==> config.mk <==
export PLATFORM = sky130hd
export DESIGN_NAME = esr_regs
export DESIGN_NICKNAME = d
export VERILOG_FILES = /design/src/logic/esr_sync.v /design/src/logic/esr_regs.v
export VERILOG_INCLUDE_DIRS = /design/src /design/src/logic
export SDC_FILE = /design/constraint.sdc
export NUM_CORES = 1
export LEC_CHECK = 0
export ABC_AREA = 1
export BUFFER_PORTS_ARGS = -buffer_cell sky130_fd_sc_hd__buf_2
export CORE_MARGIN = 3
export CORE_UTILIZATION = 51
export DETAILED_ROUTE_END_ITERATION = 10
export GPL_ROUTABILITY_DRIVEN = 1
export MAX_ROUTING_LAYER = met4
export PLACE_DENSITY_LB_ADDON = 0.25
export RECOVER_POWER = 50
export SETUP_SLACK_MARGIN = 0.15
export SYNTH_ARGS = -nofsm -noshare
export SYNTH_HDL_FRONTEND = slang
export SYNTH_SLANG_ARGS = --single-unit
export TNS_END_PERCENT = 100
==> constraint.sdc <==
create_clock -name clk -period 4 [get_ports clk]
set_input_delay 0.6 -clock clk [delete_from_list [all_inputs] [get_ports clk]]
set_output_delay 0.6 -clock clk [all_outputs]
set_load 0.1 [all_outputs]
==> src/logic/esr_consts.vh <==
`ifndef ESR_CONSTS_VH
`define ESR_CONSTS_VH
// status word bit positions
`define ESR_ST_POSTED_SPACE      0
`define ESR_ST_NONPOSTED_SPACE   1
`define ESR_ST_WIRE_SPACE        2
`define ESR_ST_OUTBAND_SPACE     3
`define ESR_ST_POSTED_PEND       4
`define ESR_ST_NONPOSTED_PEND    5
`define ESR_ST_WIRE_PEND         6
`define ESR_ST_OUTBAND_PEND      7
`define ESR_ST_STORE_CPL_SPACE   8
`define ESR_ST_STORE_REQ_SPACE   9
`define ESR_ST_STORE_CPL_PEND    12
`define ESR_ST_STORE_REQ_PEND    13
// local bus offset of the status word
`define ESR_LOCAL_STATUS_OFS     8'h00
// configuration offsets
`define ESR_CFG_DEVICE_ID        16'h0004
`define ESR_CFG_GENERAL          16'h0008
`define ESR_CFG_CHANNEL0         16'h0010
`define ESR_CFG_CHANNEL1         16'h0020
`define ESR_CFG_CHANNEL2         16'h0030
`define ESR_CFG_CHANNEL3         16'h0040
// device identification value
`define ESR_DEVICE_ID_RESET      32'h00000001
// general register: writable bits and reset
`define ESR_GENERAL_WMASK        32'h9c70f000
`define ESR_GENERAL_RESET        32'h00000000
// channel 0: writable bits and reset
`define ESR_CHANNEL0_WMASK       32'h00007700
`define ESR_CHANNEL0_RESET       32'h00001100
// channels 1 to 3: writable bits and reset
`define ESR_CHANNELN_WMASK       32'h00000001
`define ESR_CHANNELN_RESET       32'h00000000
`endif

==> src/logic/esr_sync.v <==
module esr_sync #(
	parameter WIDTH = 1
) (
	input  wire             clk,
	input  wire             sys_rst,
	input  wire [WIDTH-1:0] din,
	output reg  [WIDTH-1:0] dout
);
	reg [WIDTH-1:0] meta;
	always @(posedge clk) begin
		if (sys_rst) begin
			meta <= {WIDTH{1'b0}};
			dout <= {WIDTH{1'b0}};
		end else begin
			meta <= din;
			dout <= meta;
		end
	end
endmodule // esr_sync

==> src/logic/esr_regs.v <==
// Summary of operation
// get status command returns status word
// local read at offset zero returns status
// every response phase carries current status
// decode command only after chip select deasserts
// queued effects seen in next transaction
// status read-only, cleared by link reset
// bit 0 posted queue space
// bit 1 nonposted queue space
// bit 4 posted data pending
// bit 5 nonposted data pending
// bit 6 virtual wire pending
// space bits 2 3 8 9 tied one
// pending bits 7 12 13 tied zero
// reserved status bits read zero
// get and set configuration serviced
// set configuration applied at chip select release
// configuration registers reset by link reset
// identification 0x4, general 0x8
// channel registers at 0x10 to 0x40
// unmapped reads zero, writes ignored
`include "esr_consts.vh"
module esr_regs #(
	parameter [1:0] MODE_OF_OPERATION = 2'b00,
	parameter [2:0] FREQ_SUPPORTED    = 3'b000,
	parameter [7:0] CHANNELS_SUPPORTED = 8'h03,
	parameter [2:0] MAX_PAYLOAD_SUPPORTED = 3'b001
) (
	input  wire        clk,
	input  wire        sys_rst,
	input  wire        link_reset_n,
	input  wire        link_cs_n,
	input  wire        cmd_get_status,
	input  wire        cmd_get_config,
	input  wire        cmd_set_config,
	input  wire [15:0] cmd_cfg_addr,
	input  wire [31:0] cmd_cfg_wdata,
	input  wire        posted_queue_full,
	input  wire        nonposted_queue_full,
	input  wire        wire_queue_pending,
	input  wire        channel0_ready,
	input  wire        local_read,
	input  wire [7:0]  local_address,
	output reg  [15:0] response_status,
	output reg  [31:0] response_cfg_data,
	output reg         response_cfg_valid,
	output reg  [31:0] local_readdata,
	output reg         local_readdata_valid,
	output reg  [31:0] general_config,
	output reg  [31:0] channel0_config,
	output reg  [31:0] channel1_config,
	output reg  [31:0] channel2_config,
	output reg  [31:0] channel3_config
);
	// link pins and command fields synchronised
	localparam SYNC_W = 54;
	wire [SYNC_W-1:0] sync_in;
	wire [SYNC_W-1:0] sync_out;
	assign sync_in = {link_reset_n, link_cs_n, cmd_get_status,
		cmd_get_config, cmd_set_config, wire_queue_pending,
		cmd_cfg_addr, cmd_cfg_wdata};
	esr_sync #(
		.WIDTH (SYNC_W)
	) u_sync (
		.clk     (clk),
		.sys_rst (sys_rst),
		.din     (sync_in),
		.dout    (sync_out)
	);
	wire        rst_n_s    = sync_out[53];
	wire        cs_n_s     = sync_out[52];
	wire        get_st_s   = sync_out[51];
	wire        get_cfg_s  = sync_out[50];
	wire        set_cfg_s  = sync_out[49];
	wire        wire_pnd_s = sync_out[48];
	wire [15:0] addr_s     = sync_out[47:32];
	wire [31:0] wdata_s    = sync_out[31:0];

	reg         cs_n_d;
	reg         pend_set;
	reg         pend_get;
	reg  [15:0] pend_addr;
	reg  [31:0] pend_data;
	reg  [15:0] status_word;
	reg  [15:0] next_status;
	reg  [31:0] cfg_rd;
	reg         addr_hit;

	// link reset also clears all link state
	wire link_rst   = sys_rst | ~rst_n_s;
	wire cs_rise    = cs_n_s & ~cs_n_d;
	wire cs_fall    = ~cs_n_s & cs_n_d;
	wire cs_active  = ~cs_n_s;
	// command decoded only once the frame is over
	wire cfg_answer = cs_rise & pend_get & ~pend_set;
	wire cfg_apply  = cs_rise & pend_set & addr_hit;
	wire wr_general = cfg_apply & (pend_addr == `ESR_CFG_GENERAL);
	wire wr_chan0   = cfg_apply & (pend_addr == `ESR_CFG_CHANNEL0);
	wire wr_chan1   = cfg_apply & (pend_addr == `ESR_CFG_CHANNEL1);
	wire wr_chan2   = cfg_apply & (pend_addr == `ESR_CFG_CHANNEL2);
	wire wr_chan3   = cfg_apply & (pend_addr == `ESR_CFG_CHANNEL3);
	wire local_hit  = (local_address == `ESR_LOCAL_STATUS_OFS);

	// live status from queue state
	always @* begin
		next_status = 16'h0000;
		next_status[`ESR_ST_POSTED_SPACE]    = ~posted_queue_full;
		next_status[`ESR_ST_NONPOSTED_SPACE] = ~nonposted_queue_full;
		next_status[`ESR_ST_WIRE_SPACE]      = 1'b1;
		next_status[`ESR_ST_OUTBAND_SPACE]   = 1'b1;
		next_status[`ESR_ST_STORE_CPL_SPACE] = 1'b1;
		next_status[`ESR_ST_STORE_REQ_SPACE] = 1'b1;
		next_status[`ESR_ST_POSTED_PEND]     = posted_queue_full;
		next_status[`ESR_ST_NONPOSTED_PEND]  = nonposted_queue_full;
		next_status[`ESR_ST_WIRE_PEND]       = wire_pnd_s;
		next_status[`ESR_ST_OUTBAND_PEND]    = 1'b0;
		next_status[`ESR_ST_STORE_CPL_PEND]  = 1'b0;
		next_status[`ESR_ST_STORE_REQ_PEND]  = 1'b0;
	end

	// configuration read decode
	always @* begin
		addr_hit = 1'b1;
		case (pend_addr)
		`ESR_CFG_DEVICE_ID: cfg_rd = `ESR_DEVICE_ID_RESET;
		`ESR_CFG_GENERAL: cfg_rd = general_config |
			{6'h00, MODE_OF_OPERATION, 5'h00, FREQ_SUPPORTED,
			8'h00, CHANNELS_SUPPORTED};
		`ESR_CFG_CHANNEL0: cfg_rd = channel0_config |
			{25'h0, MAX_PAYLOAD_SUPPORTED, 2'b00, channel0_ready, 1'b0};
		`ESR_CFG_CHANNEL1: cfg_rd = channel1_config;
		`ESR_CFG_CHANNEL2: cfg_rd = channel2_config;
		`ESR_CFG_CHANNEL3: cfg_rd = channel3_config;
		default: begin
			cfg_rd   = 32'h00000000;
			addr_hit = 1'b0;
		end
		endcase
	end

	// frame edge tracker
	always @(posedge clk) begin
		if (link_rst) begin
			cs_n_d <= 1'b1;
		end else begin
			cs_n_d <= cs_n_s;
		end
	end

	// status only refreshed between transactions
	always @(posedge clk) begin
		if (link_rst) begin
			status_word <= 16'h0000;
		end else begin
			if (cs_n_s) begin
				status_word <= next_status;
			end
		end
	end

	// each transaction starts with current status
	always @(posedge clk) begin
		if (link_rst) begin
			response_status <= 16'h0000;
		end else begin
			if (cs_fall) begin
				response_status <= status_word;
			end
		end
	end

	// read command held until frame end
	always @(posedge clk) begin
		if (link_rst) begin
			pend_get <= 1'b0;
		end else if (cs_active) begin
			pend_get <= get_cfg_s | get_st_s;
		end else if (cs_rise) begin
			pend_get <= 1'b0;
		end
	end

	// write command held until frame end
	always @(posedge clk) begin
		if (link_rst) begin
			pend_set <= 1'b0;
		end else if (cs_active) begin
			pend_set <= set_cfg_s;
		end else if (cs_rise) begin
			pend_set <= 1'b0;
		end
	end

	// address captured during frame
	always @(posedge clk) begin
		if (link_rst) begin
			pend_addr <= 16'h0000;
		end else begin
			if (cs_active) begin
				pend_addr <= addr_s;
			end
		end
	end

	// write data captured during frame
	always @(posedge clk) begin
		if (link_rst) begin
			pend_data <= 32'h00000000;
		end else begin
			if (cs_active) begin
				pend_data <= wdata_s;
			end
		end
	end

	// configuration read answer
	always @(posedge clk) begin
		if (link_rst) begin
			response_cfg_data <= 32'h00000000;
		end else begin
			if (cfg_answer) begin
				response_cfg_data <= cfg_rd;
			end
		end
	end

	// one cycle answer strobe
	always @(posedge clk) begin
		if (link_rst) begin
			response_cfg_valid <= 1'b0;
		end else begin
			response_cfg_valid <= cfg_answer;
		end
	end

	// general register
	always @(posedge clk) begin
		if (link_rst) begin
			general_config <= `ESR_GENERAL_RESET;
		end else begin
			if (wr_general) begin
				general_config <= pend_data & `ESR_GENERAL_WMASK;
			end
		end
	end

	// channel 0 register
	always @(posedge clk) begin
		if (link_rst) begin
			channel0_config <= `ESR_CHANNEL0_RESET;
		end else begin
			if (wr_chan0) begin
				channel0_config <= pend_data & `ESR_CHANNEL0_WMASK;
			end
		end
	end

	// channel 1 register
	always @(posedge clk) begin
		if (link_rst) begin
			channel1_config <= `ESR_CHANNELN_RESET;
		end else begin
			if (wr_chan1) begin
				channel1_config <= pend_data & `ESR_CHANNELN_WMASK;
			end
		end
	end

	// channel 2 register
	always @(posedge clk) begin
		if (link_rst) begin
			channel2_config <= `ESR_CHANNELN_RESET;
		end else begin
			if (wr_chan2) begin
				channel2_config <= pend_data & `ESR_CHANNELN_WMASK;
			end
		end
	end

	// channel 3 register
	always @(posedge clk) begin
		if (link_rst) begin
			channel3_config <= `ESR_CHANNELN_RESET;
		end else begin
			if (wr_chan3) begin
				channel3_config <= pend_data & `ESR_CHANNELN_WMASK;
			end
		end
	end

	// local status read data
	always @(posedge clk) begin
		if (sys_rst) begin
			local_readdata <= 32'h00000000;
		end else if (local_read && local_hit) begin
			local_readdata <= {16'h0000, status_word};
		end else if (local_read) begin
			local_readdata <= 32'h00000000;
		end
	end

	// local read strobe
	always @(posedge clk) begin
		if (sys_rst) begin
			local_readdata_valid <= 1'b0;
		end else begin
			local_readdata_valid <= local_read;
		end
	end
endmodule // esr_regs

==> flow_summary_export.csv <==
group,metric,value,unit
synthesis,ys_ff_latch,165,
clock_tree,cts_buffers,17,
synthesis,yosysWarnings,0,
clock_tree,clkTransAtPathRegs,60,ps
synthesis,netlist_area,7140,um^2
setup_path,critPathLaunchType,"flop",
setup_path,cp.arrival,3270,ps
timing,post-route-period-util,73.3,%
final_layout,area_growth,7.08,%
placed_design,port_buffers,107,
clock_tree,cts_max_level,4,
synthesis,synth_flop_cell,"dfxtp_1",
final_layout,drive_gt1_share,14.3,%
power_and_ir_drop,p_per_area,553,nW/um^2
power_and_ir_drop,cellLeakagePower,3.72,nW
timing,slew-limit-headroom,-68.3,%
placed_design,dp_hpwl,8780,um
synthesis,avgSynthCellArea,7.81,um^2
grt,grt_usage,15.7,%
timing,slew_viol_final,84,
die,dieHeight,124,um
routing,ant_nets,0,
routing,first_iter_violations,246,
final_layout,n_fill_cell,1346,
synthesis,synth_edf_count,0,
run_status,status,"finished with violations",
synthesis,syn_inst,914,
timing,hold_viol_final,0,
setup_path,r2r_setup_slack,1070,ps
final_layout,fin_util,56.8,%
routing,first_pass_iters,4,
setup_path,cp.required,4330,ps
routing,wire_per_inst,10.5,um
final_layout,fin_cells,1193,
synthesis,yosysTopAreaCell,"dfxtp_1",
setup_path,path_cells,"inv_1 > nor2_4 > clkbuf_1 > o21ai_0 > a21oi_1",
placed_design,place_ws,1470,ps
clock_tree,cts_tree,"yes",
timing,finalSetupViolCount,0,
power_and_ir_drop,ir_worst_vdd,437,uV
synthesis,netlist.area_leader.share,46.3,%
synthesis,yosys-top-cells-area,"dfxtp_1 46%, buf_4 20%, inv_1 7.3%",
synthesis,async_reset_ff_share,0,%
die,die_x,124,um
clock_tree,postCtsResizedCells,0,
routing,via_per_inst,4.11,
final_layout,nets,1072,
die,start_util,53.1,%
timing,fmaxAchievable,341,MHz
clock_tree,ctsRootBufferMaster,"clkbuf_16",
setup_path,crit_slowest_cell,"clkbuf_1",
setup_path,cpLargestDelayFamily,"buffers and inverters",
die,io_pins,310,
routing,drc,0,
grt,grt_max_degree,82,
setup_path,crit_fanout,62,
die,dieArea,15500,um^2
grt,gr-total-overflow,0,
placed_design,place_congestion,0.791,
hold_path,hold_path_class,"in -> reg",
setup_path,worstSetupEndpointType,"flop",
clock_tree,cts_hold_buf,0,
timing,fin_skew,8.59,ps
placed_design,placed_cell_area,7040,um^2
setup_path,max_stage_delay,1790,ps
timing,fin_ws,1070,ps
clock_tree,clkLatencyLatePin,410,ps
setup_path,path_class,"reg -> reg",
clock_tree,cts.sinks,165,
run_status,violations,"capacitance limit, slew limit",
placed_design,dp_cells,1161,
routing,dr_total_vias,4902,
final_layout,final_area,7650,um^2
clock_tree,post_cts_buffers,0,
die,row_count,42,
clock_tree,clk_path_buf_depth,2,
timing,period_needed,2930,ps
timing,tightestPinTransition,2520,ps
timing,tns,0,ps
grt,grt_pass1_wl,19500,um
die,coreArea,13500,um^2
synthesis,seq_area_frac_synth,46.3,%
synthesis,ys_types,30,
timing,rsz0062_at_grt,"no",
run,drv_cap,2,
routing,wirelength,12500,um
setup_path,worst-path-buf-inv,2,
grt,antenna_found_initial,0,
final_layout,diodes,0,
grt,grt_pass1_vias,4065,
==> worst reg2reg max path, delay by kind of cell (launching register included) <==
| kind | cells | cell delay, ps |
|---|---|---|
| buf+inv | 2 | 1840 |
| compound gates | 2 | 630 |
| flops | 1 | 300 |
| simple gates | 1 | 70 |
==> path summary, 6_finish.rpt <==
kind	from	endpoint	cells past startpoint
hold / removal	cmd_cfg_addr[9]	u_sync.meta[41]	3
setup reg to reg	u_sync.dout[53]	response_cfg_data[28]	5
hold reg to reg	u_sync.meta[47]	u_sync.dout[47]	2
setup / recovery	u_sync.dout[53]	response_cfg_data[28]	5
==> cells in the mapped netlist, types with 5 or more instances <==
library cell,count
o21ai_0,44
nand3_1,40
a21oi_1,41
buf_1,9
nand2_1,103
clkbuf_1,16
nor2_1,114
buf_4,192
inv_1,138
o21ai_1,6
nand4_1,12
dfxtp_1,165
nor2_2,5
buf_2,6
==> registers in the layout, summed over array words and instances (netlist names), 11 cells and up <==
register	cells
pend_addr	16
pend_data	15
u_sync.dout	37
general_config	11
u_sync.meta	37
response_cfg_data	17
==> per-stage QoR <==
step | hold slack, ps | total power [mW]
final | 384 | 4.23
after global routing | 365 | 4.36
after CTS | 363 | 4.26
after detailed placement | 392 | 2.59
after global placement | 391 | 2.59
after floorplan | 388 | 2.69
==> power breakdown <==
group          internal [mW]  leakage, nW  switching [mW]  total [mW]
clock                   1.06        0.296           0.606        1.67
combinational         0.0391         2.08           0.823       0.862
sequential              1.68         1.35          0.0124        1.69
total                   2.79         3.72            1.44        4.23
==> cell usage in the layout (no fill, tap or decap), drive strengths merged <==
cell      count
nand3b        1
nor2        120
nand4        12
clkbuf       36
nor3          2
and2          1
nor4          2
dfxtp       165
clkinvlp      3
buf         100
nand3        42
conb        185
nand2       106
o21ai        50
clkinv        2
bufinv        3
o211ai        1
o22ai         2
and3          3
a21oi        41
inv         140
==> cell families after synthesis <==
logic type	count (synthesis)	synth area share, %
buf+inv	365	29.5
simple gates	289	17.5
flops	165	46.3
compound gates	94	6.66
other cells	1	0.0525
==> area by class of cell <==
class / count / area (um^2) / area share [%]
flip-flops and latches: 165 / 3300 / 43.2
clock inverters: 7 / 118 / 1.54
well taps: 176 / 220 / 2.88
multi-input cells: 568 / 2420 / 31.7
repair buffers: 111 / 548 / 7.17
inverters: 141 / 531 / 6.94
clock buffers: 25 / 505 / 6.61
==> per-layer routing <==
metal,up-vias,part of all wire [%],GRT usage [%]
li1,2571,-,-
met1,2136,46,20.5
met2,185,45,23.2
met3,10,8.0,4.63
met4,0,0.88,5.80
met5,-,0,-
No activity file was read; power rests on OpenSTA's default activity.
